--- config.mk ---
export PLATFORM = sky130hd
export DESIGN_NAME = abs_position_reader
export DESIGN_NICKNAME = d
export VERILOG_FILES = /design/src/inc/abs_reader_pkg.sv /design/src/rtl/pin_sync.sv /design/src/rtl/abs_shift.sv /design/src/rtl/abs_position_reader.sv
export VERILOG_INCLUDE_DIRS = /design/src /design/src/inc
export SDC_FILE = /design/constraint.sdc
export NUM_CORES = 1
export LEC_CHECK = 0
export BUFFER_PORTS_ARGS = -buffer_cell sky130_fd_sc_hd__buf_2
export CAP_MARGIN = 20
export CORE_ASPECT_RATIO = 0.9
export CORE_MARGIN = 2
export CORE_UTILIZATION = 49
export CTS_BUF_LIST = sky130_fd_sc_hd__clkbuf_16
export CTS_CLUSTER_SIZE = 28
export DETAILED_ROUTE_END_ITERATION = 10
export GPL_ROUTABILITY_DRIVEN = 1
export GPL_TIMING_DRIVEN = 0
export PLACE_DENSITY = 0.66
export SYNTH_ARGS = -nofsm -noshare
export SYNTH_HDL_FRONTEND = slang
export SYNTH_SLANG_ARGS = --single-unit
--- constraint.sdc ---
create_clock -name pclk -period 10.75 [get_ports pclk]
set_input_delay 1.075 -clock pclk [delete_from_list [all_inputs] [get_ports pclk]]
set_output_delay 1.075 -clock pclk [all_outputs]
set_load 0.1 [all_outputs]
--- src/inc/abs_reader_regs.svh ---
// Register offsets, field positions, reset values and timing counts
`ifndef ABS_READER_REGS_SVH
`define ABS_READER_REGS_SVH

// ----------------------------------------------------------------
// Register byte offsets (low address byte)
// ----------------------------------------------------------------
`define REG_CTRL 8'h00
`define REG_STATUS 8'h04
`define REG_MASK 8'h08
`define REG_INFO 8'h0C
`define REG_RESULT 8'h10
`define REG_TIMEOUT 8'h14
`define REG_CHECK 8'h18
`define REG_CHAN_BASE 4'h2

// ----------------------------------------------------------------
// Field positions
// ----------------------------------------------------------------
`define CTRL_ACT_BIT 0
`define CTRL_CH_LSB 1
`define CTRL_CH_MSB 2
`define CTRL_CLEAR_BIT 3
`define CTRL_DEST_BIT 4
`define CTRL_WIDTH 5
`define STAT_DONE_BIT 0
`define STAT_ABN_BIT 1
`define STAT_ABORT_BIT 2
`define STAT_WIDTH 3

// ----------------------------------------------------------------
// Reset values and sequence figures
// ----------------------------------------------------------------
`define CTRL_RST 5'h00
`define STAT_RST 3'h0
`define MASK_RST 3'h0
`define POS_RST 16'h0000
`define LAST_STEP 5'h12
`define SHIFT_BITS 38

// ----------------------------------------------------------------
// Timing: clock rate, settle time, default step timeout
// ----------------------------------------------------------------
`define CLK_PERIOD_NS 8
`define SETTLE_NS 16
`define SETTLE_CYC ((`SETTLE_NS + `CLK_PERIOD_NS - 1) / `CLK_PERIOD_NS)
`define TIMEOUT_US 1000
`define TIMEOUT_CYC ((`TIMEOUT_US * 1000) / `CLK_PERIOD_NS)

`endif

--- src/inc/abs_reader_pkg.sv ---
// Types shared by the absolute position reader
package abs_reader_pkg;

	// Handshake sequencer states
	typedef enum logic [2:0] {
		ST_IDLE = 3'b000,
		ST_SETTLE = 3'b001,
		ST_REQ = 3'b010,
		ST_REL = 3'b011,
		ST_DONE = 3'b100,
		ST_FAULT = 3'b101
	} seq_state_t;

	typedef logic [1:0] chan_sel_t;

endpackage

--- src/rtl/pin_sync.sv ---
// Two-flop synchroniser for the amplifier and strap pins
`timescale 1ns/1ns

module pin_sync (
	input wire logic pclk,
	input wire logic presetn,
	input wire logic ce,
	input wire logic [3:0] pins_in,
	output logic [3:0] pins_out
);

	logic [3:0] meta_q;
	logic [3:0] stable_q;

	// ------------------------------------------------------------
	// Synchroniser flops
	// ------------------------------------------------------------
	// First stage feeds only the second stage
	always_ff @(posedge pclk or negedge presetn)
	begin
		if (!presetn)
		begin
			meta_q <= 4'h0;
			stable_q <= 4'h0;
		end
		else if (ce)
		begin
			meta_q <= pins_in;
			stable_q <= meta_q;
		end
	end

	assign pins_out = stable_q;

endmodule

--- src/rtl/abs_shift.sv ---
// Collector that packs two-bit handshake steps into data and check
`timescale 1ns/1ns

module abs_shift (
	input wire logic pclk,
	input wire logic presetn,
	input wire logic ce,
	input wire logic clr,
	input wire logic load,
	input wire logic [4:0] step,
	input wire logic [1:0] bits,
	output logic [31:0] position,
	output logic [5:0] check
);

	logic [37:0] data_q;
	wire [5:0] slot = {step, 1'b0};

	// ------------------------------------------------------------
	// Capture store
	// ------------------------------------------------------------
	// Each step lands at its own slot, lowest pair first
	always_ff @(posedge pclk or negedge presetn)
	begin
		if (!presetn)
			data_q <= 38'h0;
		else if (ce && clr)
			data_q <= 38'h0;
		else if (ce && load)
			data_q[slot +: 2] <= bits;
	end

	assign position = data_q[31:0];
	assign check = data_q[37:32];

endmodule

--- src/rtl/abs_position_reader.sv ---
// APB-controlled absolute position reader for a servo amplifier
`timescale 1ns/1ns
`include "abs_reader_regs.svh"

module abs_position_reader #(
	parameter int unsigned TIMEOUT_DEFAULT = `TIMEOUT_CYC
) (
	input wire logic pclk,
	input wire logic presetn,
	input wire logic ce,
	input wire logic psel,
	input wire logic penable,
	input wire logic pwrite,
	input wire logic [31:0] paddr,
	input wire logic [31:0] pwdata,
	output logic [31:0] prdata,
	output logic pready,
	output logic pslverr,
	input wire logic abs_bit0_in,
	input wire logic abs_bit1_in,
	input wire logic send_ready_in,
	input wire logic dual_adapter_in,
	output logic servo_on_out,
	output logic transfer_mode_out,
	output logic data_request_out,
	output logic clear_out,
	output logic irq
);
	import abs_reader_pkg::*;

	// ------------------------------------------------------------
	// Address decode helper
	// ------------------------------------------------------------
	function automatic logic reg_hit(input logic [31:0] a,
		input logic [7:0] off);
		reg_hit = (a[7:0] == off);
	endfunction

	// ------------------------------------------------------------
	// Pin synchronisation
	// ------------------------------------------------------------
	logic [3:0] pins_s;
	wire bit0_s = pins_s[0];
	wire bit1_s = pins_s[1];
	wire ready_s = pins_s[2];
	wire adapters_s = pins_s[3];

	// Every amplifier pin passes two flops before use
	pin_sync u_sync (
		.pclk(pclk),
		.presetn(presetn),
		.ce(ce),
		.pins_in({dual_adapter_in, send_ready_in, abs_bit1_in,
			abs_bit0_in}),
		.pins_out(pins_s)
	);

	// ------------------------------------------------------------
	// Registers and bus decode
	// ------------------------------------------------------------
	logic [4:0] ctrl_q;
	logic [2:0] stat_q, stat_d;
	logic [2:0] mask_q;
	logic [31:0] timeout_q;
	logic [31:0] result_q;
	logic [5:0] check_q;
	logic [31:0] prdata_q;
	logic [15:0] pos_lo_q [4];
	logic [15:0] pos_hi_q [4];
	seq_state_t state_q, state_d;
	logic [4:0] step_q;
	logic [31:0] wait_q;
	logic done_flag_q;
	logic abn_flag_q;

	wire setup = psel && !penable;
	wire wr_en = psel && penable && pwrite;
	wire hit_ctrl = reg_hit(paddr, `REG_CTRL);
	wire hit_stat = reg_hit(paddr, `REG_STATUS);
	wire hit_mask = reg_hit(paddr, `REG_MASK);
	wire hit_info = reg_hit(paddr, `REG_INFO);
	wire hit_result = reg_hit(paddr, `REG_RESULT);
	wire hit_timeout = reg_hit(paddr, `REG_TIMEOUT);
	wire hit_check = reg_hit(paddr, `REG_CHECK);
	wire hit_chan = (paddr[7:4] == `REG_CHAN_BASE) && (paddr[1:0] == 2'b00);
	wire [1:0] bus_ch = paddr[3:2];
	wire addr_ok = hit_ctrl || hit_stat || hit_mask || hit_info ||
		hit_result || hit_timeout || hit_check || hit_chan;

	wire act = ctrl_q[`CTRL_ACT_BIT];
	wire chan_sel_t sel_ch = ctrl_q[`CTRL_CH_MSB:`CTRL_CH_LSB];
	wire to_result = ctrl_q[`CTRL_DEST_BIT];

	// Zero-wait slave: the access phase always completes at once
	assign pready = 1'b1;
	assign pslverr = psel && penable && !addr_ok;
	assign prdata = prdata_q;

	// ------------------------------------------------------------
	// Handshake sequencer
	// ------------------------------------------------------------
	logic [31:0] shift_pos;
	logic [5:0] shift_chk;
	wire busy = (state_q == ST_SETTLE) || (state_q == ST_REQ) ||
		(state_q == ST_REL);
	wire start = (state_q == ST_IDLE) && act;
	wire abort = busy && !act;
	wire take_bits = (state_q == ST_REQ) && ready_s && act;
	wire last_step = (step_q == `LAST_STEP);
	wire step_end = (state_q == ST_REL) && !ready_s && act;
	wire finish = step_end && last_step;
	wire settled = (wait_q >= (`SETTLE_CYC - 1));
	wire timed_out = (state_q == ST_REQ || state_q == ST_REL) &&
		(timeout_q != 32'h0) && (wait_q >= timeout_q - 32'h1);
	// Fourth channel only answers when both adapters are fitted, except on reads steered into the result register
	wire ch_present = (sel_ch != 2'h3) || adapters_s;

	// Next state; withdrawal of activation wins over any progress
	always_comb
	begin
		state_d = state_q;
		case (state_q)
			ST_IDLE:
				if (act)
					state_d = ST_SETTLE;
			ST_SETTLE:
				if (!act)
					state_d = ST_IDLE;
				else if (settled)
					state_d = ST_REQ;
			ST_REQ:
				if (!act)
					state_d = ST_IDLE;
				else if (timed_out)
					state_d = ST_FAULT;
				else if (ready_s)
					state_d = ST_REL;
			ST_REL:
				if (!act)
					state_d = ST_IDLE;
				else if (timed_out)
					state_d = ST_FAULT;
				else if (!ready_s)
					state_d = last_step ? ST_DONE : ST_REQ;
			ST_DONE:
				if (!act)
					state_d = ST_IDLE;
			ST_FAULT:
				if (!act)
					state_d = ST_IDLE;
			default:
				state_d = ST_IDLE;
		endcase
	end

	// State, step count and per-step wait counter
	always_ff @(posedge pclk or negedge presetn)
	begin
		if (!presetn)
		begin
			state_q <= ST_IDLE;
			step_q <= 5'h00;
			wait_q <= 32'h0;
		end
		else if (ce)
		begin
			state_q <= state_d;
			if (start)
				step_q <= 5'h00;
			else if (step_end && !last_step)
				step_q <= step_q + 5'h01;
			if (state_d != state_q || take_bits)
				wait_q <= 32'h0;
			else if (wait_q != 32'hFFFF_FFFF)
				wait_q <= wait_q + 32'h1;
		end
	end

	// Two bits arrive together on every step
	abs_shift u_shift (
		.pclk(pclk),
		.presetn(presetn),
		.ce(ce),
		.clr(start),
		.load(take_bits),
		.step(step_q),
		.bits({bit1_s, bit0_s}),
		.position(shift_pos),
		.check(shift_chk)
	);

	// Handshake pin drive decoded from the state flops
	assign servo_on_out = (state_q != ST_IDLE) && (state_q != ST_FAULT);
	assign transfer_mode_out = busy;
	assign data_request_out = (state_q == ST_REQ);
	// Clear is a plain software-driven output, taken straight from the control clear bit
	assign clear_out = ctrl_q[`CTRL_CLEAR_BIT];

	// ------------------------------------------------------------
	// Completion flags, result and check capture
	// ------------------------------------------------------------
	// Levels: cleared on a new start, set at the end of the read
	always_ff @(posedge pclk or negedge presetn)
	begin
		if (!presetn)
		begin
			done_flag_q <= 1'b0;
			abn_flag_q <= 1'b0;
			result_q <= 32'h0;
			check_q <= 6'h00;
		end
		else if (ce)
		begin
			if (start)
				done_flag_q <= 1'b0;
			else if (finish)
				done_flag_q <= 1'b1;
			if (start)
				abn_flag_q <= 1'b0;
			else if (timed_out || (finish && !ch_present && !to_result))
				abn_flag_q <= 1'b1;
			if (finish && to_result)
				result_q <= shift_pos;
			if (finish)
				check_q <= shift_chk;
		end
	end

	// Channel current value registers, split into two words
	genvar ch;
	generate
		for (ch = 0; ch < 4; ch++)
		begin : g_chan
			wire eng_wr = finish && !to_result && ch_present &&
				(sel_ch == ch);
			wire bus_wr = wr_en && hit_chan && (bus_ch == ch);
			// Sequencer result wins over a same-cycle bus write
			always_ff @(posedge pclk or negedge presetn)
			begin
				if (!presetn)
				begin
					pos_lo_q[ch] <= `POS_RST;
					pos_hi_q[ch] <= `POS_RST;
				end
				else if (ce && eng_wr)
				begin
					pos_lo_q[ch] <= shift_pos[15:0];
					pos_hi_q[ch] <= shift_pos[31:16];
				end
				else if (ce && bus_wr)
				begin
					pos_lo_q[ch] <= pwdata[15:0];
					pos_hi_q[ch] <= pwdata[31:16];
				end
			end
		end
	endgenerate

	// ------------------------------------------------------------
	// Control, status, mask, timeout
	// ------------------------------------------------------------
	wire [2:0] events;
	assign events[`STAT_DONE_BIT] = finish;
	assign events[`STAT_ABN_BIT] = timed_out;
	assign events[`STAT_ABORT_BIT] = abort;
	wire [2:0] w1c = (wr_en && hit_stat) ? pwdata[2:0] : 3'h0;

	// Sticky status: a new event beats a same-cycle clear
	always_comb
	begin
		stat_d = (stat_q & ~w1c) | events;
	end

	always_ff @(posedge pclk or negedge presetn)
	begin
		if (!presetn)
		begin
			ctrl_q <= `CTRL_RST;
			stat_q <= `STAT_RST;
			mask_q <= `MASK_RST;
			timeout_q <= TIMEOUT_DEFAULT;
		end
		else if (ce)
		begin
			stat_q <= stat_d;
			if (wr_en && hit_ctrl)
				ctrl_q <= pwdata[4:0];
			if (wr_en && hit_mask)
				mask_q <= pwdata[2:0];
			if (wr_en && hit_timeout)
				timeout_q <= pwdata;
		end
	end

	assign irq = |(stat_q & mask_q);

	// ------------------------------------------------------------
	// Read path
	// ------------------------------------------------------------
	wire [31:0] info_word = {16'h0, 3'h0, step_q, adapters_s, state_q,
		1'b0, busy, abn_flag_q, done_flag_q};
	wire [31:0] chan_word = {pos_hi_q[bus_ch], pos_lo_q[bus_ch]};
	wire [31:0] rd_word =
		hit_ctrl ? {27'h0, ctrl_q} :
		hit_stat ? {29'h0, stat_q} :
		hit_mask ? {29'h0, mask_q} :
		hit_info ? info_word :
		hit_result ? result_q :
		hit_timeout ? timeout_q :
		hit_check ? {26'h0, check_q} :
		hit_chan ? chan_word : 32'h0;

	// Read data is captured in setup so the access phase needs no wait
	always_ff @(posedge pclk or negedge presetn)
	begin
		if (!presetn)
			prdata_q <= 32'h0;
		else if (ce && setup && !pwrite)
			prdata_q <= rd_word;
	end

endmodule

==> metrics, run 1 <==
Final period util=0.566; vias per inst=just over 6; Skew-Pair Late Insertion Delay=roughly 0.56 ns; Initial DRT Pass Iterations=7; number of hold buffers added after CTS=0; Syn Nets=1,887; crit path DAT=6.55 ns; CP startpoint kind=flip-flop; RePlAce Congestion=1.00; clk sink count=between 300 and 400; grt ovf=0; drt total wl=58,300 um; CP Cell Sequence=nor3_1, nor3b_1, nand2_1, or3_1, or2_2, nor4_1, nand2_1, xor2_1, ha_1, nand4_1, nor4_1, o21ai_0, a21oi_1, xnor2_1, clkbuf_1, a31oi_1, o2bb2ai_1; Yosys top cell area share=0.455; first-pass GRT wire length=89,700 um; Syn Area/Cell=10.0 um^2; max-slew violations=0; Die X=204 um; Post-synth EDFFs=0; Buf/Inv on CP=1; # setup viols final=0; P_int=0.00203 W; GRT Overall Usage=0.316; critical path capture point type=flip-flop; RSZ-0062 raised after global routing=no; Seq/Total Area, Yosys=0.465; Switching Power=0.000864 W; area taken by multi-input logic gates=around 8900 um^2; yosys warns=0; clock tree buffer depth=3; Leak Pwr=between 9 and 10 nW; Starting Density=0.493; Worst Path Required=11.22 ns; VDD IR max=approximately 0.00011 V; Area contributors post-synth=dfrtp_1 45%, mux2i_1 8.0%, mux2_2 4.9%, nor2_1 4.4%, mux4_2 4.1%; Clock power frac=0.414; CTS buffer count=38; Antenna Nets Post-Route=0; worst slew pin tran=1.14 ns; max incr delay on CP=around 0.62 ns; total negative slack=0 ns; Seq pwr share=0.461; status=finished, final reports clean; combinational cell fraction of total power=0.125; sw frac=0.299; initial DRC count=between 1,500 and 2,000; Site Rows=66; Fmax achieved=164 MHz; Reg area=8240 um^2; pwr dens=145 nW/um^2; IO buf count=85; share of layout cells above drive strength 1=0.147; most frequent cells in the layout=322 x dfrtp_1, 206 x nor2_1, 176 x nand2_1, 141 x mux2i_1, 135 x a21oi_1; largest net degree at the start of global routing=117; cells after synthesis=between 1,500 and 2,000; chip height=184 um; vias in the first global route=14,700; flops & latches, synth=329; Clock Skew=between 0.02 and 0.025 ns; vias=roughly 15,000; Clock Pin Slew Worst Setup and Hold Paths=0.06 ns; Finished Layout Cells=2,408; Fill cells=3,254; Post-CTS Setup Inserts=0; Slew headroom=0.239; most common cell after layout, fill and taps aside=dfrtp_1; critical path's top delay family=simple AND/OR/NAND/NOR gates; Final Hold Vio Count=0; CP max FO=10; nets=2,019; Synth Flop Type=dfrtp_1; core area=35,900 um^2; area leader, netlist=dfrtp_1; Crit Path Class=flip-flop to flip-flop; initial antenna violation count=1; area of the mapped netlist=~18,000 um^2; Routed WL per cell=about 24 um; Resized Gates After CTS=0; top-level port count=~110; CTS tree=done; count of different cell masters after synthesis=77; DRC viols=0; max-cap viol count=0; ys async rst share=1.00; final critical-path required period=6.08 ns; area grow syn2layout=12.8%; min-delay worst type=flip-flop to flip-flop; Root Buffer=clkbuf_16; DIE AREA=37,700 um^2; Slowest-stage cell, CP=nor4_1; placed cells=about 2,300; H-tree levels=2; DP HPWL=around 42,000 um
[state kept, by name, summed over array words and instances (netlist names)]
| signal | cells |
|---|---|
| mask_q | 3 |
| pos_lo_q | 64 |
| prdata | 32 |
| state_q | 3 |
| result_q | 32 |
| u_sync.pins_out | 4 |
| done_flag_q | 1 |
| pos_hi_q | 64 |
| stat_q | 3 |
| wait_q | 32 |
| ctrl_q | 5 |
| abn_flag_q | 1 |
| u_sync.meta_q | 4 |
| check_q | 6 |
| timeout_q | 32 |
| u_shift.data_q | 38 |
| step_q | 5 |
[worst min-delay path: cells and delay by family, from the launching register on]
kind,cells,cell delay [ns]
flops,1,0.34
simple gates,2,0.11
[power groups by stage]
stage	clock (W)	sequential, W	combinational [W]
CTS	0.00120	0.00133	0.000362
global placement	0	0.00136	0.000350
floorplan	0	0.00146	0.000130
global route	0.00126	0.00134	0.000392
finish	0.00120	0.00133	0.000362
detailed placement	0	0.00136	0.000361
[synthesized netlist by cell type (5+ instances only)]
| master | n |
|---|---|
| o21ai_0 | 82 |
| o31ai_1 | 13 |
| a221oi_1 | 10 |
| xor2_1 | 12 |
| a22oi_1 | 26 |
| and3_1 | 8 |
| nor2b_1 | 14 |
| nand2b_1 | 10 |
| dfrtp_1 | 322 |
| nor3_1 | 25 |
| mux2i_1 | 141 |
| nor2_1 | 206 |
| a211oi_1 | 7 |
| a22o_1 | 16 |
| a31oi_1 | 37 |
| ha_1 | 42 |
| and2_1 | 11 |
| nor4_1 | 18 |
| dfstp_2 | 7 |
| or3_1 | 9 |
| inv_1 | 31 |
| nand3b_1 | 6 |
| buf_2 | 5 |
| buf_1 | 5 |
| o2bb2ai_1 | 13 |
| a21oi_1 | 135 |
| mux2_2 | 77 |
| xnor2_1 | 25 |
| nand2_1 | 176 |
| nand4_1 | 18 |
| clkbuf_1 | 94 |
| mux4_2 | 32 |
| nand3_1 | 62 |
[per-stage QoR]
step | util | hold WS (ns) | power, W | area (um^2) | worst slack, ns
floorplan | - | 0.438 | 0.00159 | 17700 | 6.07
global placement | 0.522 | 0.455 | 0.00171 | 18700 | 2.13
detailed placement | 0.525 | 0.465 | 0.00172 | 18900 | 4.72
CTS | 0.556 | 0.480 | 0.00290 | 20000 | 4.72
global route | 0.556 | 0.507 | 0.00299 | 20000 | 4.29
finish | 0.556 | 0.484 | 0.00289 | 20000 | 4.67
[path summary, 6_finish.rpt]
| kind | start | endpoint | slack, ns | cells after the start |
|---|---|---|---|---|
| max | timeout_q[2] | wait_q[15] | 4.67 | 17 |
| min | check_q[5] | check_q[5] | 0.48 | 2 |
| max reg2reg | timeout_q[2] | wait_q[15] | 4.67 | 17 |
| min reg2reg | check_q[5] | check_q[5] | 0.48 | 2 |
| max in group asynchronous | presetn | abn_flag_q | 8.96 | 2 |
| min in group asynchronous | presetn | wait_q[23] | 0.57 | 1 |
[per-layer routing]
layer / vias up / wire length, um / track usage
met3: 102 / 4750 / 0.0548
met5: - / 0 / 0
li1: 6670 / - / -
met2: 596 / 26800 / 0.496
met1: 7545 / 25200 / 0.451
met4: 0 / 1530 / 0.0957
[kinds of logic (layout without fill, tap and decap cells)]
| group | count (synthesis) | in the layout | synth area share |
|---|---|---|---|
| AND/OR/NAND/NOR | 598 | 598 | 0.156 |
| multiplexers | 250 | 250 | 0.169 |
| XOR/XNOR | 37 | 37 | 0.0183 |
| other | 1 | 3 | 0.000212 |
| adder cells (fa/ha/maj) | 42 | 42 | 0.0297 |
| buffers and inverters | 141 | 300 | 0.0315 |
| AO/OA/AOI/OAI | 373 | 373 | 0.129 |
| flip-flops | 329 | 329 | 0.465 |
[layout make-up]
class	instances	area share
Clock inverter	28	0.00670
Antenna cell	2	0.000250
Buffer	108	0.0217
Sequential cell	329	0.412
Multi-Input combinational cell	1301	0.447
Tap cell	476	0.0298
Clock buffer	39	0.0488
Inverter	33	0.00620
Timing Repair Buffer	92	0.0274
No activity file was read; power rests on OpenSTA's default activity.
==> run 2: changes to the inputs <==
PLACE_DENSITY = 0.68   (was 0.66)
clock period = 5.3 ns   (was 10.75 ns; I/O delays follow)
==> metrics, run 2 (same netlist as run 1, synthesis figures left out) <==
VDD IR max=0.000270 V (+140%); Root Buffer=clkbuf_16; Regs by FF count=pos_hi_q x64, pos_lo_q x64, u_shift.data_q x38; area grow syn2layout=14.4%; Worst Path Required=5.72 ns (-5.50 ns); Slew headroom=0.249 (+0.00963); largest net degree at the start of global routing=115 (-1.7%); Clock Pin Slew Worst Setup and Hold Paths=0.06 ns (about the same); Fin Hold WS=0.230 ns (-0.254 ns); initial antenna violation count=2 (+1); Starting Density=0.493 (unchanged); Antenna Nets Post-Route=0 (unchanged); GRT Overall Usage=0.318 (+0.00198); crit path DAT=5.49 ns (-1.06 ns); Finished Layout Cells=2,418 (+0.42%); Die X=204 um (unchanged); pre-CTS setup slack=-0.729 ns (-5.45 ns); DP HPWL=42,200 um (-0.14%); max-cap viol count=0 (unchanged); clk sink count=329 (unchanged); Seq pwr share=0.451 (-0.010); clock tree buffer depth=3 (unchanged); Fmax achieved=197 MHz (+20%); nets=2,028 (+0.45%); vias per inst=6.23 (+0.52%); most common cell after layout, fill and taps aside=dfrtp_1; chip height=184 um (unchanged); final critical-path required period=5.07 ns (-1.01 ns); Fill cells=3,243 (-0.34%); pwr dens=297 nW/um^2 (+110%); initial DRC count=1,519 (-0.52%); DRC viols=0 (unchanged); Clock power frac=0.425 (+0.011); P_int=0.00427 W (+110%); H-tree levels=2 (unchanged); worst slew pin tran=1.13 ns (-0.0144 ns); CP startpoint kind=flip-flop; Initial DRT Pass Iterations=6 (-1); Crit Path Class=flip-flop to flip-flop; Final Hold Vio Count=0 (unchanged); core area=35,900 um^2 (unchanged); DIE AREA=37,700 um^2 (unchanged); Leak Pwr=9.74 nW (+1.3%); top-level port count=113 (unchanged); status=finished, final reports clean; CTS buffer count=38 (unchanged); Site Rows=66 (unchanged); share of layout cells above drive strength 1=0.157 (+0.0105); max-slew violations=0 (unchanged); sw frac=0.291 (-0.00804); PnR worst setup slack=0.232 ns (-4.44 ns); RePlAce Congestion=0.970 (-3.0%); Clock Skew=0.0189 ns (-0.00210 ns); most frequent cells in the layout=322 x dfrtp_1, 206 x nor2_1, 175 x nand2_1, 141 x mux2i_1, 134 x a21oi_1; placed cells=2,340 (+0.086%); critical path capture point type=flip-flop; IO buf count=85 (unchanged); CTS tree=done; drt total wl=59,200 um (+1.6%); Switching Power=0.00175 W (+100%); Skew-Pair Late Insertion Delay=0.54 ns (-0.02 ns); flop2flop setup slack=0.23 ns (-4.44 ns); Routed WL per cell=24.5 um (+1.2%); min-delay worst type=primary input to flip-flop; Final period util=0.956 (+0.390); CP max FO=10 (unchanged); vias in the first global route=14,900 (+1.1%); first-pass GRT wire length=90,300 um (+0.67%); vias=15,100 (+0.94%); # setup viols final=0 (unchanged); combinational cell fraction of total power=0.124 (about the same); grt ovf=0 (unchanged); Power, Total=0.00602 W (+110%)
[run 2: cell count changes in the layout (fill, tap and decap cells not counted), sizes merged, moves of 3 or more]
cell,previous run,this run
buf,105,114
bufinv,0,3
clkinv,13,16
inv,48,43
[run 2: timing repair]
item                                    4_1_cts  5_1_grt
hold endpoints to repair                     29        0
pin swaps                                     0        4
buffers inserted                              0        5
hold buffers                                  1        0
endpoints found under the setup margin       32       32
resized for setup                             7       16
[run 2: critical path, cell delays in order (launching register included)]
cell and delay, ns:
dfrtp_1 0.50, or4_4 0.64, or3_1 0.41, or2_2 0.35
nor4_4 0.32, nand2_1 0.11, xor2_1 0.17, ha_1 0.30
nand4_1 0.25, nor3_2 0.26, a221oi_1 0.10, o211ai_1 0.25
nor2_1 0.12, a21oi_2 0.30, xnor2_2 0.17, buf_4 0.22
nand2_2 0.15, a221oi_1 0.33
[run 2: path summary, 6_finish.rpt]
path                                    startpoint          endpoint  depth (start not counted)
min in group asynchronous                  presetn         wait_q[3]                          2
max in group asynchronous                  presetn       pos_hi_q[1]                          4
worst max register to register        timeout_q[9]        wait_q[28]                         17
worst min register to register  u_shift.data_q[37]        check_q[5]                          2
worst max-delay path                  timeout_q[9]        wait_q[28]                         17
worst min-delay path               dual_adapter_in  u_sync.meta_q[3]                          2
[run 2: power groups by stage]
stage	registers (W)	logic (W)	clock network, W
6_report	0.00272	0.000744	0.00256
5_1_grt	0.00273	0.000800	0.00269
3_5_place_dp	0.00275	0.000733	0
4_1_cts	0.00271	0.000736	0.00258
3_3_place_gp	0.00275	0.000707	0
2_1_floorplan	0.00296	0.000263	0
[run 2: layout make-up]
class	instances	area (um^2)	area share
Antenna cell	1	2.50	0.000124
Buffer	108	445	0.0220
Clock buffer	39	976	0.0482
Clock inverter	30	208	0.0103
Inverter	33	124	0.00611
Multi-Input combinational cell	1301	9010	0.445
Sequential cell	329	8240	0.407
Tap cell	476	596	0.0294
Timing Repair Buffer	101	651	0.0321
[run 2: per-stage QoR]
step | TNS [ns] | area [um^2] | utilization
2_1_floorplan | 0 | 17700 | -
3_3_place_gp | -874.37 | 18700 | 0.522
3_5_place_dp | -19.52 | 18900 | 0.526
4_1_cts | 0 | 20100 | 0.561
5_1_grt | -0.833 | 20300 | 0.564
6_report | 0 | 20300 | 0.564
[run 2: metal layers]
layer	GRT usage	up-vias	wire, um
li1	-	6686	-
met1	0.441	7559	24900
met2	0.503	680	27100
met3	0.0587	128	5240
met4	0.112	0	2030
met5	0	-	0
==> run 3: changes to the inputs <==
--- a/config.mk
+++ b/config.mk
@@ -8,2 +8,3 @@
 export LEC_CHECK = 0
+export ABC_AREA = 1
 export BUFFER_PORTS_ARGS = -buffer_cell sky130_fd_sc_hd__buf_2
@@ -19,2 +20,3 @@
 export PLACE_DENSITY = 0.68
+export SKIP_LAST_GASP = 1
 export SYNTH_ARGS = -nofsm -noshare
==> constraint.sdc (replaced) <==
create_clock -name pclk -period 5.3 [get_ports pclk]
set_input_delay 0.795 -clock pclk [delete_from_list [all_inputs] [get_ports pclk]]
set_output_delay 0.795 -clock pclk [all_outputs]
set_load 0.1 [all_outputs]
==> metrics, run 3 <==
status=finished, final reports clean; Clock Pin Slew Worst Setup and Hold Paths=0.06 ns (about the same); min-delay worst type=primary input to asynchronous set/reset pin; nets=2,473 (+22%); clock tree buffer depth=3 (unchanged); most frequent cells in the layout=386 x nand2_1, 347 x inv_1, 322 x dfrtp_1, 175 x nand3_1, 162 x nor2_1; pre-CTS setup slack=0.689 ns (+1.42 ns); max-slew violations=0 (unchanged); count of different cell masters after synthesis=46 (-40%); yosys warns=0 (unchanged); initial DRC count=2,145 (+41%); core area=36,300 um^2 (+0.92%); vias in the first global route=16,400 (+10%); sw frac=0.270 (-0.0202); H-tree levels=2 (unchanged); RePlAce Congestion=1.00 (+3.3%); Seq/Total Area, Yosys=0.455 (-0.0104); CTS tree=done; DRC viols=0 (unchanged); CTS buffer count=37 (-2.6%); share of layout cells above drive strength 1=0.0944 (-0.0628); vias per inst=6.11 (-1.8%); dpl cell area=19,200 um^2 (+1.8%); Clock Skew=0.0225 ns (+0.00363 ns); area leader, netlist=dfrtp_1; VDD IR max=0.000169 V (-37%); ys async rst share=1.00 (unchanged); Initial DRT Pass Iterations=6 (unchanged); Routed WL per cell=23.0 um (-6.3%); CP startpoint kind=flip-flop; Fill cells=3,378 (+4.2%); Fmax achieved=209 MHz (+5.7%); Power, Total=0.00586 W (-2.6%); drt total wl=65,700 um (+11%); DP HPWL=48,900 um (+16%); Worst Path Required=5.77 ns (+0.05 ns); flops & latches, synth=329 (unchanged); most frequent cell after synthesis=nand2_1; total negative slack=0 ns (unchanged); Post-synth top cells=386 x nand2_1, 339 x inv_1, 322 x dfrtp_1; top-level port count=113 (unchanged); Antenna Nets Post-Route=0 (unchanged); Leak Pwr=9.95 nW (+2.2%); Synth Flop Type=dfrtp_1; PnR worst setup slack=0.505 ns (+0.272 ns); pwr dens=286 nW/um^2 (-3.6%); crit path DAT=5.26 ns (-0.23 ns); Die X=207 um (+1.1%); Seq pwr share=0.448 (-0.003); RSZ-0062 raised after global routing=no; clk sink count=329 (unchanged); Root Buffer=clkbuf_16; GRT Overall Usage=0.341 (+0.0226); Site Rows=66 (unchanged); combinational cell fraction of total power=0.103 (-0.021); Post-synth EDFFs=0 (unchanged); first-pass GRT wire length=99,900 um (+11%); max-cap viol count=0 (unchanged); grt ovf=0 (unchanged); flop2flop setup slack=0.50 ns (+0.27 ns); Crit. Startpoint=timeout_q[2]; post-layout util=0.564 (about the same); Crit Path Class=flip-flop to flip-flop; Final period util=0.905 (-0.0514); Clock power frac=0.449 (+0.024); IO buf count=87 (+2.4%); Syn Nets=2,344 (+24%); initial antenna violation count=1 (-1); P_int=0.00427 W (+0.14%); most common cell after layout, fill and taps aside=nand2_1; final critical-path required period=4.80 ns (-0.272 ns); largest net degree at the start of global routing=109 (-5.2%); critical path capture point type=flip-flop; Syn Area/Cell=8.13 um^2 (-19%); Final Hold Vio Count=0 (unchanged); Slew headroom=0.447 (+0.198); number of hold buffers added after CTS=0 (-1); Skew-Pair Late Insertion Delay=0.54 ns (about the same); CP max FO=10 (unchanged); area of the mapped netlist=18,100 um^2 (+2.3%); reg2reg start=timeout_q[2]; Switching Power=0.00158 W (-9.4%); DIE AREA=38,500 um^2 (+2.2%); Post-CTS Setup Inserts=0 (unchanged); vias=17,500 (+16%); Resized Gates After CTS=0 (-7); Yosys top cell area share=0.445 (-0.0101); final instance area=20,500 um^2 (+0.99%); worst slew pin tran=0.830 ns (-0.297 ns); cells after synthesis=2,228 (+26%); Starting Density=0.500 (+0.00665); # setup viols final=0 (unchanged); chip height=186 um (+1.1%); Area contributors post-synth=dfrtp_1 44%, nand2_1 8.0%, inv_1 7.0%, o221ai_1 6.9%, nand3_1 4.8%; area grow syn2layout=12.9%; Regs by FF count=pos_hi_q x64, pos_lo_q x64, u_shift.data_q x38
run 3: worst max-delay path, cell delays in order (launching register included):
cell     delay [ns]
dfrtp_1        0.47
nor2_1         0.13
nand2_1        0.10
nor3_2         0.27
nand3_1        0.28
nor3_1         0.43
nand3_1        0.22
nor2_1         0.22
nand4_1        0.15
xor2_1         0.24
ha_1           0.29
a21oi_1        0.15
o21a_1         0.12
nand2_1        0.05
a21oi_1        0.16
nand2_1        0.18
nand2_1        0.15
nand2_1        0.08
nand2_1        0.08
nand2_1        0.05
nand2_1        0.09
inv_1          0.06
nor2_2         0.23
buf_2          0.26
nand4_1        0.11
nand2_1        0.13
run 3: stage by stage:
step,hold slack [ns],std cells
after floorplan,0.442,2228
after global placement,0.457,2791
after detailed placement,0.461,2794
after CTS,0.152,2860
after global routing,0.173,2861
final,0.149,2861
run 3: kinds of logic (layout without fill, tap and decap cells):
family / after synthesis / count (layout) / synth area share
other: 1 / 2 / 0.000207
multiplexers: 12 / 12 / 0.00746
XOR/XNOR: 59 / 59 / 0.0285
AND/OR/NAND/NOR: 842 / 842 / 0.203
buffers and inverters: 465 / 621 / 0.102
flip-flops: 329 / 329 / 0.455
adder cells (fa/ha/maj): 42 / 42 / 0.0290
AO/OA/AOI/OAI: 478 / 478 / 0.175
run 3: final cells by class:
type / count / area (um^2) / area share
Antenna cell: 1 / 2.50 / 0.000122
Sequential cell: 329 / 8240 / 0.403
Tap cell: 476 / 596 / 0.0291
Clock inverter: 28 / 264 / 0.0129
Inverter: 344 / 1290 / 0.0631
Buffer: 121 / 563 / 0.0275
Clock buffer: 38 / 951 / 0.0465
Multi-Input combinational cell: 1434 / 8020 / 0.392
Timing Repair Buffer: 90 / 528 / 0.0258
run 3: path summary, 6_finish.rpt:
kind,endpoint,depth (start not counted)
worst max register to register,wait_q[30],25
min in group pclk,u_sync.meta_q[2],3
max in group asynchronous,pos_hi_q[45],3
worst max-delay path,wait_q[30],25
worst min-delay path,wait_q[12],1
worst min register to register,u_sync.meta_q[1],2
run 3: layer usage:
layer  GRT usage  vias to the layer above  routed length (um)
met3      0.0620                      174                6260
met1       0.491                     8484               27500
met4       0.124                        0                2720
met5           0                        -                   0
met2       0.515                      951               29100
li1            -                     7876                   -
run 3: power by group through the flow:
stage / clock network, W / logic (W) / registers [W]
floorplan: 0 / 0.000293 / 0.00272
global placement: 0 / 0.000573 / 0.00267
detailed placement: 0 / 0.000591 / 0.00267
CTS: 0.00264 / 0.000595 / 0.00262
global route: 0.00276 / 0.000659 / 0.00263
finish: 0.00263 / 0.000604 / 0.00262
